**config.mk**
```make
export PLATFORM = sky130hd
export DESIGN_NAME = rtc_alarm_and_timebase
export DESIGN_NICKNAME = d
export VERILOG_FILES = /design/src/verilog/rtc_pkg.sv /design/src/verilog/rtc_alarm_and_timebase.sv /design/src/verilog/rtc_tick_divider.sv /design/src/verilog/rtc_alarm_match.sv
export SDC_FILE = /design/constraint.sdc
export NUM_CORES = 1
export LEC_CHECK = 0
export BUFFER_PORTS_ARGS = -buffer_cell sky130_fd_sc_hd__buf_4
export CORE_MARGIN = 1.5
export CORE_UTILIZATION = 25
export DETAILED_ROUTE_END_ITERATION = 10
export GPL_TIMING_DRIVEN = 1
export PLACE_DENSITY = 0.41
export SKIP_CTS_REPAIR_TIMING = 1
export SLEW_MARGIN = 15
export SYNTH_ARGS = -nofsm -noshare
export SYNTH_HDL_FRONTEND = slang
export SYNTH_SLANG_ARGS = --single-unit
```
**constraint.sdc**
```tcl
create_clock -name clk_i -period 3.3 [get_ports clk_i]
set_input_delay 0.66 -clock clk_i [delete_from_list [all_inputs] [get_ports clk_i]]
set_output_delay 0.66 -clock clk_i [all_outputs]
set_load 0.01 [all_outputs]
```
**src/verilog/rtc_pkg.sv**
```systemverilog
// Package with register map, field layouts, reset values and timing counts of the real-time clock block.
package rtc_pkg;
  localparam logic [11:0] ALARM_FIELD_ENABLES_IDX = 12'hF3C;
  localparam logic [11:0] TIMEBASE_SELECT_IDX = 12'hF3E;
  localparam logic [11:0] CONTROL_IDX = 12'hF3F;
  localparam logic [11:0] COUNT_LANES_IDX = 12'hF40;
  localparam logic [11:0] ALARM_LANES_IDX = 12'hF41;
  localparam logic [11:0] WEEK_DAY_IDX = 12'hF42;

  localparam logic [7:0] ALARM_FIELD_ENABLES_RESET = 8'h00;
  localparam logic [7:0] TIMEBASE_SELECT_RESET = 8'h00;
  localparam logic [7:0] CONTROL_RESET = 8'h00;
  localparam int ENABLE_WRITE_MASK_HI = 4;
  localparam int SECOND_POS = 0;
  localparam int MINUTE_POS = 1;
  localparam int HOUR_POS = 2;
  localparam int WEEK_DAY_POS = 3;
  localparam int MONTH_DAY_POS = 4;

  localparam int SOURCE_RATE_HZ = 32768;
  localparam int LINE_60_HZ = 60;
  localparam int LINE_50_HZ = 50;
  localparam logic [14:0] DIV_32K_LAST = 15'(SOURCE_RATE_HZ - 1);
  localparam logic [14:0] DIV_60_LAST = 15'(LINE_60_HZ - 1);
  localparam logic [14:0] DIV_50_LAST = 15'(LINE_50_HZ - 1);

  localparam logic [7:0] SECOND_LAST_BIN = 8'h3B;
  localparam logic [7:0] SECOND_LAST_BCD = 8'h59;
  localparam logic [7:0] HOUR_LAST_BIN = 8'h17;
  localparam logic [7:0] HOUR_LAST_BCD = 8'h23;
  localparam logic [7:0] MONTH_DAY_LAST_BIN = 8'h1F;
  localparam logic [7:0] MONTH_DAY_LAST_BCD = 8'h31;
  localparam logic [7:0] WEEK_DAY_LAST = 8'h07;
  localparam logic [7:0] DAY_FIRST = 8'h01;

  typedef enum logic [1:0] {RATE_32K, RATE_60HZ, RATE_50HZ, RATE_PRESCALE} rate_e;
  typedef enum logic [1:0] {SRC_PERIPH_32K, SRC_WATCH_OSC, SRC_SYSTEM_CLOCK, SRC_EVENT} source_e;

  typedef struct packed {
    logic reserved;
    logic [2:0] prescale;
    rate_e source_rate_choice;
    source_e clock_source;
  } timebase_s;

  typedef struct packed {
    logic sync;
    logic alarm;
    logic spare_hi;
    logic bcd_enable;
    logic counter_mode;
    logic spare_lo;
    logic daylight_saving;
    logic count_lock;
  } control_s;

  typedef struct packed {
    logic [7:0] second;
    logic [7:0] minute;
    logic [7:0] hour;
    logic [7:0] month_day;
  } lanes_s;
endpackage : rtc_pkg

```
**src/verilog/rtc_alarm_and_timebase.sv**
```systemverilog
// Real-time clock core with alarm field enables, time-base selection and a Wishbone register slave.
//
// Implementation choice: the Wishbone slave port.
`timescale 1ns/10ps
// What this block does
// Alarm enable register resets to zero; top three bits always read zero.
// Calendar mode: bit 4 includes the day-of-month comparison in the alarm.
// Calendar mode: bit 3 includes the day-of-week comparison in the alarm.
// Calendar mode: bit 2 includes the hours comparison in the alarm.
// Calendar mode: bit 1 includes the minutes comparison in the alarm.
// Calendar mode: bit 0 includes the seconds comparison in the alarm.
// Counter mode: bits 4,2,1,0 gate byte lanes 0,1,2,3; bit 3 unused.
// Software writes zero to reserved enable bits and timing bit 7.
// Timing register resets to zero and is writable only while unlocked.
// Rate choice 00 divides the source by 32768 for the tick.
// Rate choice 01 is 60 Hz, 10 is 50 Hz, 11 uses prescale field.
// Line rates set the divider so one count comes per second.
// Prescale field divides by 1 to 128, used only with rate choice 11.
// Source field picks 32 kHz clock, watch oscillator, system clock or event.
// Control register resets to zero: unlocked, binary calendar, alarm clear.
// Alarm flag updates only on lock being set or on a count increment.
// Decimal enable makes counts and alarm set points count in BCD.
// Locked: counts reject writes and run; unlocked: count stops, prescaler cleared.
// Counter mode ignores decimal enable and counts plain binary.
// Alarm is active when all enabled fields match; none enabled never alarms.
module rtc_alarm_and_timebase (
  input wire logic clk_i,
  input wire logic rst_i,
  input wire logic wb_cyc_i,
  input wire logic wb_stb_i,
  input wire logic wb_we_i,
  input wire logic [13:0] wb_adr_i,
  input wire logic [3:0] wb_sel_i,
  input wire logic [31:0] wb_dat_i,
  input wire logic periph_32k_i,
  input wire logic watch_oscillator_i,
  input wire logic event_input_i,
  output logic [31:0] wb_dat_o,
  output logic wb_ack_o,
  output logic alarm_o,
  output logic tick_o
);
  logic [7:0] alarm_field_enables;
  rtc_pkg::timebase_s timebase_select;
  rtc_pkg::control_s control;
  rtc_pkg::lanes_s count_lanes;
  rtc_pkg::lanes_s alarm_lanes;
  logic [7:0] count_week_day;
  logic [7:0] alarm_week_day;
  logic [2:0] pin_raw;
  logic [2:0] pin_edge;
  logic source_edge;
  logic tick;
  logic alarm_match;
  logic reevaluate;
  logic bus_request;
  logic bus_write;
  logic [11:0] word_index;
  logic use_bcd;
  logic enables_write;
  logic timebase_write;
  logic control_write;
  logic lock_request;
  rtc_pkg::lanes_s next_count;
  logic [7:0] next_week_day;

  // Decodes a write to a byte-wide register that sits on lane 0 of the given word.
  function automatic logic byte_write(input logic write, input logic [11:0] index,
                                      input logic [3:0] sel, input logic [11:0] target);
    logic hit;
    hit = write && (index == target) && sel[0];
    return hit;
  endfunction : byte_write

  // Steps one field and reports whether it wrapped from its last value.
  function automatic logic [8:0] step_field(input logic [7:0] value, input logic [7:0] last,
                                            input logic [7:0] first, input logic bcd);
    logic [8:0] result;
    result = 9'h000;
    if (value >= last) begin
      result = {1'b1, first};
    end else if (bcd && value[3:0] >= 4'h9) begin
      result = {1'b0, value[7:4] + 4'h1, 4'h0};
    end else begin
      result = {1'b0, value + 8'h01};
    end
    return result;
  endfunction : step_field

  // Merges write data into an eight-bit register using the given byte lane.
  function automatic logic [7:0] lane_merge(input logic [7:0] old_value, input logic [31:0] data,
                                            input logic [3:0] sel, input int lane);
    logic [7:0] merged;
    merged = old_value;
    if (sel[lane]) begin
      merged = data[lane * 8 +: 8];
    end
    return merged;
  endfunction : lane_merge

  assign bus_request = wb_cyc_i && wb_stb_i && !wb_ack_o;
  assign bus_write = bus_request && wb_we_i;
  assign word_index = wb_adr_i[13:2];
  assign use_bcd = control.bcd_enable && !control.counter_mode;
  assign enables_write = byte_write(bus_write, word_index, wb_sel_i, rtc_pkg::ALARM_FIELD_ENABLES_IDX);
  assign timebase_write = byte_write(bus_write, word_index, wb_sel_i, rtc_pkg::TIMEBASE_SELECT_IDX);
  assign control_write = byte_write(bus_write, word_index, wb_sel_i, rtc_pkg::CONTROL_IDX);
  assign lock_request = control_write && wb_dat_i[0] && !control.count_lock;
  assign pin_raw = {event_input_i, watch_oscillator_i, periph_32k_i};

  // Each source pin crosses into this clock through two flip-flops; a third keeps the last level.
  for (genvar pin = 0; pin < 3; pin++) begin : g_pin_sync
    logic first_stage;
    logic second_stage;
    logic last_level;

    always_ff @(posedge clk_i) begin
      if (rst_i) begin
        first_stage <= 1'b0;
        second_stage <= 1'b0;
        last_level <= 1'b0;
      end else begin
        first_stage <= pin_raw[pin];
        second_stage <= first_stage;
        last_level <= second_stage;
      end
    end

    assign pin_edge[pin] = second_stage && !last_level;
  end

  always_comb begin
    unique case (timebase_select.clock_source)
      rtc_pkg::SRC_PERIPH_32K: source_edge = pin_edge[0];
      rtc_pkg::SRC_WATCH_OSC: source_edge = pin_edge[1];
      rtc_pkg::SRC_SYSTEM_CLOCK: source_edge = 1'b1;
      rtc_pkg::SRC_EVENT: source_edge = pin_edge[2];
    endcase
  end

  rtc_tick_divider divider (
    .clk_i(clk_i),
    .rst_i(rst_i),
    .run_i(control.count_lock),
    .source_edge_i(source_edge),
    .timebase_i(timebase_select),
    .tick_o(tick)
  );

  rtc_alarm_match matcher (
    .count_i(count_lanes),
    .alarm_i(alarm_lanes),
    .count_week_day_i(count_week_day),
    .alarm_week_day_i(alarm_week_day),
    .enables_i(alarm_field_enables),
    .counter_mode_i(control.counter_mode),
    .match_o(alarm_match)
  );

  // Next count value for one tick in either mode.
  always_comb begin
    logic [8:0] sec_step;
    logic [8:0] min_step;
    logic [8:0] hour_step;
    logic [8:0] mday_step;
    logic [8:0] wday_step;
    sec_step = step_field(count_lanes.second,
                          use_bcd ? rtc_pkg::SECOND_LAST_BCD : rtc_pkg::SECOND_LAST_BIN, 8'h00, use_bcd);
    min_step = step_field(count_lanes.minute,
                          use_bcd ? rtc_pkg::SECOND_LAST_BCD : rtc_pkg::SECOND_LAST_BIN, 8'h00, use_bcd);
    hour_step = step_field(count_lanes.hour,
                           use_bcd ? rtc_pkg::HOUR_LAST_BCD : rtc_pkg::HOUR_LAST_BIN, 8'h00, use_bcd);
    mday_step = step_field(count_lanes.month_day,
                           use_bcd ? rtc_pkg::MONTH_DAY_LAST_BCD : rtc_pkg::MONTH_DAY_LAST_BIN,
                           rtc_pkg::DAY_FIRST, use_bcd);
    wday_step = step_field(count_week_day, rtc_pkg::WEEK_DAY_LAST, rtc_pkg::DAY_FIRST, 1'b0);
    next_count = count_lanes;
    next_week_day = count_week_day;
    if (control.counter_mode) begin
      next_count = count_lanes + 32'h0000_0001;
    end else begin
      next_count.second = sec_step[7:0];
      if (sec_step[8]) begin
        next_count.minute = min_step[7:0];
        if (min_step[8]) begin
          next_count.hour = hour_step[7:0];
          if (hour_step[8]) begin
            next_count.month_day = mday_step[7:0];
            next_week_day = wday_step[7:0];
          end
        end
      end
    end
  end

  // Alarm field enables: top three bits are never stored and read as zero.
  always_ff @(posedge clk_i) begin
    if (rst_i) begin
      alarm_field_enables <= rtc_pkg::ALARM_FIELD_ENABLES_RESET;
    end else if (enables_write) begin
      alarm_field_enables <= {3'h0, wb_dat_i[rtc_pkg::ENABLE_WRITE_MASK_HI:0]};
    end
  end

  // Time-base selection is frozen while the count is locked.
  always_ff @(posedge clk_i) begin
    if (rst_i) begin
      timebase_select <= rtc_pkg::timebase_s'(rtc_pkg::TIMEBASE_SELECT_RESET);
    end else if (timebase_write && !control.count_lock) begin
      timebase_select <= rtc_pkg::timebase_s'({1'b0, wb_dat_i[6:0]});
    end
  end

  // Control register: software bits, and the read-only sync flag.
  always_ff @(posedge clk_i) begin
    if (rst_i) begin
      control <= rtc_pkg::control_s'(rtc_pkg::CONTROL_RESET);
    end else begin
      control.sync <= tick;
      if (control_write) begin
        control.spare_hi <= wb_dat_i[5];
        control.bcd_enable <= wb_dat_i[4];
        control.counter_mode <= wb_dat_i[3];
        control.spare_lo <= wb_dat_i[2];
        control.daylight_saving <= wb_dat_i[1];
        control.count_lock <= wb_dat_i[0];
      end
      if (reevaluate) begin
        control.alarm <= alarm_match;
      end
    end
  end

  // The alarm is re-evaluated one cycle after a lock is set or the count steps.
  always_ff @(posedge clk_i) begin
    if (rst_i) begin
      reevaluate <= 1'b0;
    end else begin
      reevaluate <= tick || lock_request;
    end
  end

  // Count lanes: writable only while unlocked, stepped by the tick while locked.
  always_ff @(posedge clk_i) begin
    if (rst_i) begin
      count_lanes <= '0;
    end else if (control.count_lock) begin
      if (tick) begin
        count_lanes <= next_count;
      end
    end else if (bus_write && word_index == rtc_pkg::COUNT_LANES_IDX) begin
      for (int lane = 0; lane < 4; lane++) begin
        count_lanes[lane * 8 +: 8] <= lane_merge(count_lanes[lane * 8 +: 8], wb_dat_i, wb_sel_i, lane);
      end
    end
  end

  // Week-day count: follows the calendar carry while locked, writable while unlocked.
  always_ff @(posedge clk_i) begin
    if (rst_i) begin
      count_week_day <= rtc_pkg::DAY_FIRST;
    end else if (control.count_lock) begin
      if (tick) begin
        count_week_day <= next_week_day;
      end
    end else if (bus_write && word_index == rtc_pkg::WEEK_DAY_IDX) begin
      count_week_day <= lane_merge(count_week_day, wb_dat_i, wb_sel_i, 0);
    end
  end

  // Alarm set points are always writable.
  always_ff @(posedge clk_i) begin
    if (rst_i) begin
      alarm_lanes <= '0;
    end else if (bus_write && word_index == rtc_pkg::ALARM_LANES_IDX) begin
      for (int lane = 0; lane < 4; lane++) begin
        alarm_lanes[lane * 8 +: 8] <= lane_merge(alarm_lanes[lane * 8 +: 8], wb_dat_i, wb_sel_i, lane);
      end
    end
  end

  // Week-day set point sits on lane 1 of the week-day word.
  always_ff @(posedge clk_i) begin
    if (rst_i) begin
      alarm_week_day <= 8'h00;
    end else if (bus_write && word_index == rtc_pkg::WEEK_DAY_IDX) begin
      alarm_week_day <= lane_merge(alarm_week_day, wb_dat_i, wb_sel_i, 1);
    end
  end

  // Wishbone answer: one wait state, acknowledge for every address.
  always_ff @(posedge clk_i) begin
    if (rst_i) begin
      wb_ack_o <= 1'b0;
    end else begin
      wb_ack_o <= bus_request;
    end
  end

  always_ff @(posedge clk_i) begin
    if (rst_i) begin
      wb_dat_o <= 32'h0000_0000;
    end else if (bus_request && !wb_we_i) begin
      unique case (word_index)
        rtc_pkg::ALARM_FIELD_ENABLES_IDX: wb_dat_o <= {24'h000000, alarm_field_enables};
        rtc_pkg::TIMEBASE_SELECT_IDX: wb_dat_o <= {24'h000000, timebase_select};
        rtc_pkg::CONTROL_IDX: wb_dat_o <= {24'h000000, control};
        rtc_pkg::COUNT_LANES_IDX: wb_dat_o <= count_lanes;
        rtc_pkg::ALARM_LANES_IDX: wb_dat_o <= alarm_lanes;
        rtc_pkg::WEEK_DAY_IDX: wb_dat_o <= {16'h0000, alarm_week_day, count_week_day};
        default: wb_dat_o <= 32'h0000_0000;
      endcase
    end
  end

  always_ff @(posedge clk_i) begin
    if (rst_i) begin
      alarm_o <= 1'b0;
      tick_o <= 1'b0;
    end else begin
      alarm_o <= (reevaluate) ? alarm_match : control.alarm;
      tick_o <= tick;
    end
  end
endmodule : rtc_alarm_and_timebase

```
**src/verilog/rtc_tick_divider.sv**
```systemverilog
// Prescaler that turns source edges into one count tick per period.
`timescale 1ns/10ps
module rtc_tick_divider (
  input wire logic clk_i,
  input wire logic rst_i,
  input wire logic run_i,
  input wire logic source_edge_i,
  input wire rtc_pkg::timebase_s timebase_i,
  output logic tick_o
);
  logic [14:0] div_count;
  logic [14:0] div_last;

  always_comb begin
    unique case (timebase_i.source_rate_choice)
      rtc_pkg::RATE_32K: div_last = rtc_pkg::DIV_32K_LAST;
      rtc_pkg::RATE_60HZ: div_last = rtc_pkg::DIV_60_LAST;
      rtc_pkg::RATE_50HZ: div_last = rtc_pkg::DIV_50_LAST;
      rtc_pkg::RATE_PRESCALE: div_last = 15'((16'h0001 << timebase_i.prescale) - 16'h0001);
    endcase
  end

  always_ff @(posedge clk_i) begin
    if (rst_i || !run_i) begin
      div_count <= 15'h0000;
    end else if (source_edge_i) begin
      div_count <= (div_count >= div_last) ? 15'h0000 : div_count + 15'h0001;
    end
  end

  always_ff @(posedge clk_i) begin
    if (rst_i) begin
      tick_o <= 1'b0;
    end else begin
      tick_o <= run_i && source_edge_i && (div_count >= div_last);
    end
  end
endmodule : rtc_tick_divider

```
**src/verilog/rtc_alarm_match.sv**
```systemverilog
// Comparison of count fields against alarm set points, gated by the field enables.
`timescale 1ns/10ps
module rtc_alarm_match (
  input wire rtc_pkg::lanes_s count_i,
  input wire rtc_pkg::lanes_s alarm_i,
  input wire logic [7:0] count_week_day_i,
  input wire logic [7:0] alarm_week_day_i,
  input wire logic [7:0] enables_i,
  input wire logic counter_mode_i,
  output logic match_o
);
  logic [4:0] field_equal;
  logic [4:0] field_used;

  always_comb begin
    field_equal[rtc_pkg::SECOND_POS] = count_i.second == alarm_i.second;
    field_equal[rtc_pkg::MINUTE_POS] = count_i.minute == alarm_i.minute;
    field_equal[rtc_pkg::HOUR_POS] = count_i.hour == alarm_i.hour;
    field_equal[rtc_pkg::WEEK_DAY_POS] = count_week_day_i == alarm_week_day_i;
    field_equal[rtc_pkg::MONTH_DAY_POS] = count_i.month_day == alarm_i.month_day;
    field_used = enables_i[4:0];
    if (counter_mode_i) begin
      field_used[rtc_pkg::WEEK_DAY_POS] = 1'b0;
    end
    match_o = (field_used != 5'h00) && ((field_equal | ~field_used) == 5'h1F);
  end
endmodule : rtc_alarm_match

```
# After elaboration in Yosys (flattened, before gate mapping)
# Cells that the tools add are included.
dict set report word_totals {
  reg_bits 159
  input_bits 58
  elab_cells 178
}
dict set report op_classes {
  n_addsub 12
  order_cmp 10
  n_eq_ne 26
  shifts 1
  muxes 36
  bitwise 2
  reduce_logical 55
}
# op count
set op_table {}
lappend op_table {{$pmux 32 s6} 1}
lappend op_table {{$mux 8} 18}
lappend op_table {{$mux 32} 4}
lappend op_table {{$eq 12x12->1 const B} 6}
lappend op_table {{$pmux 15 s4} 1}
lappend op_table {{$add 8x1->8 const B} 5}
lappend op_table {{$eq 8x8->1} 5}
lappend op_table {{$add 32x1->32 const B} 1}
lappend op_table {{$logic_and 1x1->1} 27}
lappend op_table {{$mux 9} 3}
lappend op_table {{$mux 24} 1}
lappend op_table {{$add 4x1->4 const B} 4}
lappend op_table {{$ge 4x4->1 const B} 4}
lappend op_table {{$ge 8x6->1} 2}
lappend op_table {{$mux 16} 1}
lappend op_table {{$add 15x1->15 const B} 1}
lappend op_table {{$ge 15x15->1} 1}
lappend op_table {{$mux 15} 1}
lappend op_table {{$shl 1x3->15 const A} 1}
lappend op_table {{$sub 15x1->15 const B} 1}
lappend op_table {{$mux 6} 2}
lappend op_table {{$reduce_bool 2->1} 6}
lappend op_table {{$reduce_and 2->1} 5}
lappend op_table {{$ne 3x1->1 const B} 3}
lappend op_table {{other kinds (22)} 38}

# Depth between registers and ports, before layout
dict set report depth {
  word_depth 11
  depth_mapped 16
  mapped_depth_nobuf 13
}

# Hierarchy
# From an unflattened synthesis, not the netlist that was laid out.
dict set report unflattened {
  hier_cells 1249
  area_unflattened_um2 9977.1
}
# mod n_inst cells_per_inst area_each_um2 seq_area_each_um2
set by_module_without_submodules {}
lappend by_module_without_submodules {rtc_alarm_and_timebase 1 1043 8242.9 2862.7}
lappend by_module_without_submodules {rtc_tick_divider 1 147 1257.5 320.3}
lappend by_module_without_submodules {rtc_alarm_match 1 59 476.7 0.0}

# Worst setup path after synthesis
# Ideal clock, no wire load.
dict set report synth_timing {
  kind {register to register}
  start {register control[4] in the netlist's numbering}
  end {register count_lanes[18] in the netlist's numbering}
  t_arrival_ns 3.004
  slack_ns 0.210
  stages_incl_launch_ff 10
  synth_period_minus_slack_ns 3.090
  cell_sequence {dfxtp_1 > nor2b_1 > inv_1 > ha_1 > a2111o_1 > a31oi_2 > a21o_1 > a21oi_1 > o41a_1 > a211oi_1}
}
dict set report synth_between {
  elab_chain_len 8
}
# element line
set synth_rtl {}
lappend synth_rtl {{from (decl)} rtc_alarm_and_timebase.sv:45} ;# rtc_pkg::control_s control;
lappend synth_rtl {{from (signal assigned)} rtc_alarm_and_timebase.sv:217} ;# control <= rtc_pkg::control_s'(rtc_pkg::CONTROL_RESET);
lappend synth_rtl {{$logic_and 1x1->1 *} rtc_alarm_and_timebase.sv:104} ;# assign use_bcd = control.bcd_enable && !control.counter_mode;
lappend synth_rtl {{$mux 7 or $logic_and 1x1->1 (tied branches)} {rtc_alarm_and_timebase.sv:168, rtc_alarm_and_timebase.sv:170, rtc_alarm_and_timebase.sv:82}}
lappend synth_rtl {{$ge 8x7->1 or $mux 8 (tied branches)} {rtc_alarm_and_timebase.sv:80, rtc_alarm_and_timebase.sv:82}}
lappend synth_rtl {{$mux 9} rtc_alarm_and_timebase.sv:80} ;# if (value >= last) begin
lappend synth_rtl {{$mux 24} rtc_alarm_and_timebase.sv:183} ;# if (sec_step[8]) begin
lappend synth_rtl {{$mux 32} rtc_alarm_and_timebase.sv:179} ;# if (control.counter_mode) begin
lappend synth_rtl {{$mux 32} rtc_alarm_and_timebase.sv:248} ;# if (tick) begin
lappend synth_rtl {{$mux 32} rtc_alarm_and_timebase.sv:247} ;# end else if (control.count_lock) begin
lappend synth_rtl {{to (signal assigned)} rtc_alarm_and_timebase.sv:249} ;# count_lanes <= next_count;
lappend synth_rtl {{to (signal, indexed assignment)} rtc_alarm_and_timebase.sv:253} ;# count_lanes[lane * 8 +: 8] <= lane_merge(count_lanes[lane * 8 +: 8], wb_dat_i, wb_sel_i, lane);
lappend synth_rtl {{to (decl)} rtc_alarm_and_timebase.sv:46} ;# rtc_pkg::lanes_s count_lanes;
# Every way passes the cells marked *; elsewhere a longest branch is shown, timed or not. The select of a mux whose other input is x is not followed.
# A chain may end at the register's enable or synchronous reset.

# Worst setup path after layout
dict set report layout_timing {
  start {register timebase_select[5] in the netlist's numbering}
  end {register divider.div_count[4]}
}
dict set report layout_between {
  elab_chain_len 5
}
# element line
set layout_rtl {}
lappend layout_rtl {{from (decl)} rtc_alarm_and_timebase.sv:44} ;# rtc_pkg::timebase_s timebase_select;
lappend layout_rtl {{from (signal assigned)} rtc_alarm_and_timebase.sv:208} ;# timebase_select <= rtc_pkg::timebase_s'(rtc_pkg::TIMEBASE_SELECT_RESET);
lappend layout_rtl {{from (signal assigned)} rtc_alarm_and_timebase.sv:210} ;# timebase_select <= rtc_pkg::timebase_s'({1'b0, wb_dat_i[6:0]});
lappend layout_rtl {{$shl 1x3->15} rtc_tick_divider.sv:19} ;# rtc_pkg::RATE_PRESCALE: div_last = 15'((16'h0001 << timebase_i.prescale) - 16'h0001);
lappend layout_rtl {{$sub 15x1->15} rtc_tick_divider.sv:19}
lappend layout_rtl {{$pmux 15 s4} rtc_tick_divider.sv:15} ;# unique case (timebase_i.source_rate_choice)
lappend layout_rtl {{$ge 15x15->1} rtc_tick_divider.sv:27} ;# div_count <= (div_count >= div_last) ? 15'h0000 : div_count + 15'h0001;
lappend layout_rtl {{$mux 15} rtc_tick_divider.sv:27}
lappend layout_rtl {{to (signal assigned)} rtc_tick_divider.sv:27}
lappend layout_rtl {{to (decl)} rtc_tick_divider.sv:11} ;# logic [14:0] div_count;
# No other way between the ends.

==> results summary <==
The flow ran to the end, and the final reports show no timing, DRC or antenna violations. For the final database, setup skew stands at 9.79 ps. In the synthesized netlist the dominant register cell turns out to be sky130_fd_sc_hd__dfxtp_1. In this run the most critical hold path is launched from periph_32k_i. The length in cells of the worst reg-to-reg path came out at 13. The post-layout minimum cycle time is 3000 ps. The analysis attributes to cell leakage a power of 4.48 nW. The path class of the tightest hold or removal check is in -> reg. The sequential share of the synthesized area came out at 32.3%. The number of synthesized flops with an enable pin is 0.

The number of antenna diodes in the final layout is 0. The power density of the placed cells came out at 364 nW/µm². In the final layout, flip-flops and latches occupy 3180 µm². The half-perimeter wire length of the detailed placement result is 27,000 µm. The number of max-slew violations in the final report is 0. For this block, the routed nets add up to 36,700 µm of wire. Data on the critical path arrives at its endpoint at 3390 ps. The first global-routing pass estimated 56,800 µm of wire. The final-stage net count is 1,393. The layout has 4,220 filler cells. The number of distinct library cells after synthesis is 88. The signal on the critical path passes through or3_1 -> ha_1 -> nor3_1 -> a21oi_1 -> o211a_1 -> ha_1 -> a21o_1 -> a21o_1 -> a21oi_1 -> o21a_1 -> o221ai_1 -> buf_4 -> nor2_1.

Yosys printed 0 warnings. STA classifies the critical path endpoint as a register. The gate count after technology mapping is 1,214. The master cell of the clock root buffer is sky130_fd_sc_hd__clkbuf_16. The number of instances on the worst hold path came out at 2. The final worst slack is 301 ps. STA puts the critical path data required time at 3690 ps. The number of I/O pins is 93. In this run the critical register-to-register path is captured at divider.div_count[4].

The residual overflow from global routing is 0. The via count of the first global-routing pass came to 9,101. The kind of launch point of the worst setup path is a register. Cells fill 30.5% of the core in the end. The worst slack on hold paths is 415 ps. The number of buffers inserted during clock tree synthesis is 17. For this run, design rule violations remaining after detail routing come to 0. The post-detailed-placement cell area came out at 11,200 µm². The worst register-to-register path begins at timebase_select[5]. The sum of buffers and inverters on the critical path is 1. The clock transition time at the flip-flop clock pins of the worst setup and hold paths came out at 70 ps.

The most common cell after layout, fill and taps aside is sky130_fd_sc_hd__dfxtp_1. Counting every net in the synthesized netlist gives 1,319. The number of clock sinks is 159. Setup violations remaining at the end of the flow were counted as 0. For the final routed database, the setup TNS stands at 0 ps.

The area of the core came out at 38,700 µm². The synthesized design contains 159 register bits. The number of levels the H-tree was split into is 4. In this design, the stage delay of the slowest critical-path cell is 390 ps. The relative area change from synthesis to final layout came out at 20.1%. The kind of critical path is reg -> reg. The final period utilization is 90.9%. The worst hold endpoint is g_pin_sync[0].first_stage. The library cells used most frequently in the layout, excluding fill and tap cells, are 158 x sky130_fd_sc_hd__dfxtp_1, 146 x sky130_fd_sc_hd__buf_4, 118 x sky130_fd_sc_hd__nand2_1. The number of maximum-capacitance constraint violations is 0. The final number of hold-violating endpoints was 0. The finished cells cover 11,800 µm². The top fanout value on the critical path came out at 9.

For the pin with the worst max-slew slack, the measured transition is 1130 ps. The initial detailed-routing violation count came out at 676. On the critical path, the stage with the largest delay is an instance of sky130_fd_sc_hd__dfxtp_1.

The initialized floorplan defines 72 standard-cell rows. The number of iterations in the first detailed-routing pass is 7. The die is 201 µm wide. The final weighted congestion in routability-driven placement is 0.844. The fraction of registers with async set or reset after synthesis came out at 0%. The largest vdd supply drop is 0.390 mV. Entering global routing, the biggest net connects 59 pins. The area occupied by multi-input gates came out at 6150 µm². The mean instance size in the synthesized netlist came out at 8.11 µm². The combined global-route utilization of all metal layers came out at 18.2%.

Setup repair after global routing left no endpoint under its margin. The setup check on the worst reg-to-reg path leaves a slack of 300 ps. The via count of the routed design came out at 9,382. Static timing analysis puts the maximum clock frequency at 333 MHz.

The die covers 40,600 µm². The worst pin sits at a relative slew slack of 22.7%. The latest clock arrival within the worst-skew pair came out at 450 ps. The chip height came out at 201 µm.

The mapped cell area came out at 9850 µm². Broken down by cell family, the worst path's largest delay share belongs to compound AO/OA/AOI/OAI gates. The residual antenna-violating net count after detailed routing came out at 0. The pre-CTS setup slack is 173 ps. The longest clock path from root to sink contains 2 buffers. The wire length per cell after detailed routing came out at 20.2 µm. The routed via count divided by cell count came out at 5.16. The post-route netlist has 15.4% of its cells at a drive strength greater than 1. TritonCTS built the clock tree. Once the floorplan was initialized, standard cells occupied 25.4% of the core. During placement, the flow inserted port buffers numbering 90. The initial antenna violation count came out at 0.
## area by class of cell
class,instances,share of cell area (%)
clock buffer,18,3.63
inverter,34,1.08
multi-input combinational,930,52.0
clock inverter,14,1.61
tap,518,5.48
timing repair buffer,146,9.27
sequential,159,26.9
## routing by layer
metal	part of all wire [%]	vias to the layer above	routed length, µm	global-route usage (%)
met3	4.4	37	1620	2.49
li1	-	4595	-	-
met2	43	259	15900	27.3
met5	0	-	0	0
met1	50	4491	18500	26.6
met4	1.9	0	685	5.44
## cell families (layout without fill, tap and decap cells)
group           after synthesis  after routing  share of synthesized area (%)
compound gates              319            319                           22.8
xor+xnor                     71             71                           6.32
mux                          35             35                           3.56
fa+ha+maj                    47             47                           5.97
flops                       159            159                           32.3
buf+inv                     125            212                           5.36
simple gates                458            458                           23.7
## flip-flops by register name, summed over array words and instances, names as in the netlist, 3 cells and up
signal	cells
g_pin_sync.first_stage	3
divider.div_count	15
control	6
count_week_day	8
wb_dat_o	32
g_pin_sync.last_level	3
count_lanes	32
timebase_select	7
alarm_field_enables	5
alarm_week_day	8
alarm_lanes	32
g_pin_sync.second_stage	3
## stage by stage
stage          instances  power, mW
2_1_floorplan       1214       2.05
3_3_place_gp        1787       2.18
3_5_place_dp        1787       2.18
4_1_cts             1819       4.36
5_1_grt             1819       4.45
6_report            1819       4.31
## worst max-delay path by stage
stage | startpoint | to | cells past startpoint
after detailed placement | wb_adr_i[4] | count_lanes[1] | 8
after global placement | wb_adr_i[4] | count_lanes[1] | 8
final | timebase_select[5] | divider.div_count[4] | 13
after CTS | control[4] | count_lanes[2] | 9
after global routing | timebase_select[5] | divider.div_count[3] | 13
after floorplan | control[4] | count_lanes[18] | 9
## cell usage after synthesis (all sizes together), types with 7 or more instances
cell type | count | share of area [%]
and2 | 16 | 1.0
a31oi | 11 | 0.76
nand2 | 118 | 4.5
a2bb2oi | 15 | 1.5
o211ai | 10 | 0.76
a21boi | 9 | 0.69
a222oi | 10 | 1.0
o21ai | 49 | 2.5
o32ai | 7 | 0.62
nor2b | 19 | 1.2
a311oi | 8 | 0.71
a211oi | 10 | 0.76
xnor2 | 51 | 4.5
xor2 | 20 | 1.8
o221ai | 10 | 0.89
a22oi | 21 | 1.6
ha | 47 | 6.0
nand3 | 54 | 2.9
nor3 | 43 | 2.2
buf | 30 | 1.7
and3 | 14 | 0.94
a21oi | 86 | 4.4
nand2b | 9 | 0.57
mux2i | 35 | 3.6
inv | 33 | 1.3
nor4 | 16 | 1.5
a21o | 11 | 0.84
dfxtp | 159 | 32
nor2 | 105 | 4.0
nand4 | 30 | 2.1
clkbuf | 61 | 2.3
## power by group
| part | total, mW | internal [mW] | switching (mW) | leakage, nW |
|---|---|---|---|---|
| sequential | 1.93 | 1.93 | 0.00328 | 1.28 |
| combinational | 0.206 | 0.0734 | 0.132 | 2.89 |
| clock | 2.17 | 1.27 | 0.903 | 0.306 |
| total | 4.31 | 3.27 | 1.04 | 4.48 |
Power figures use the tool's default switching activity.
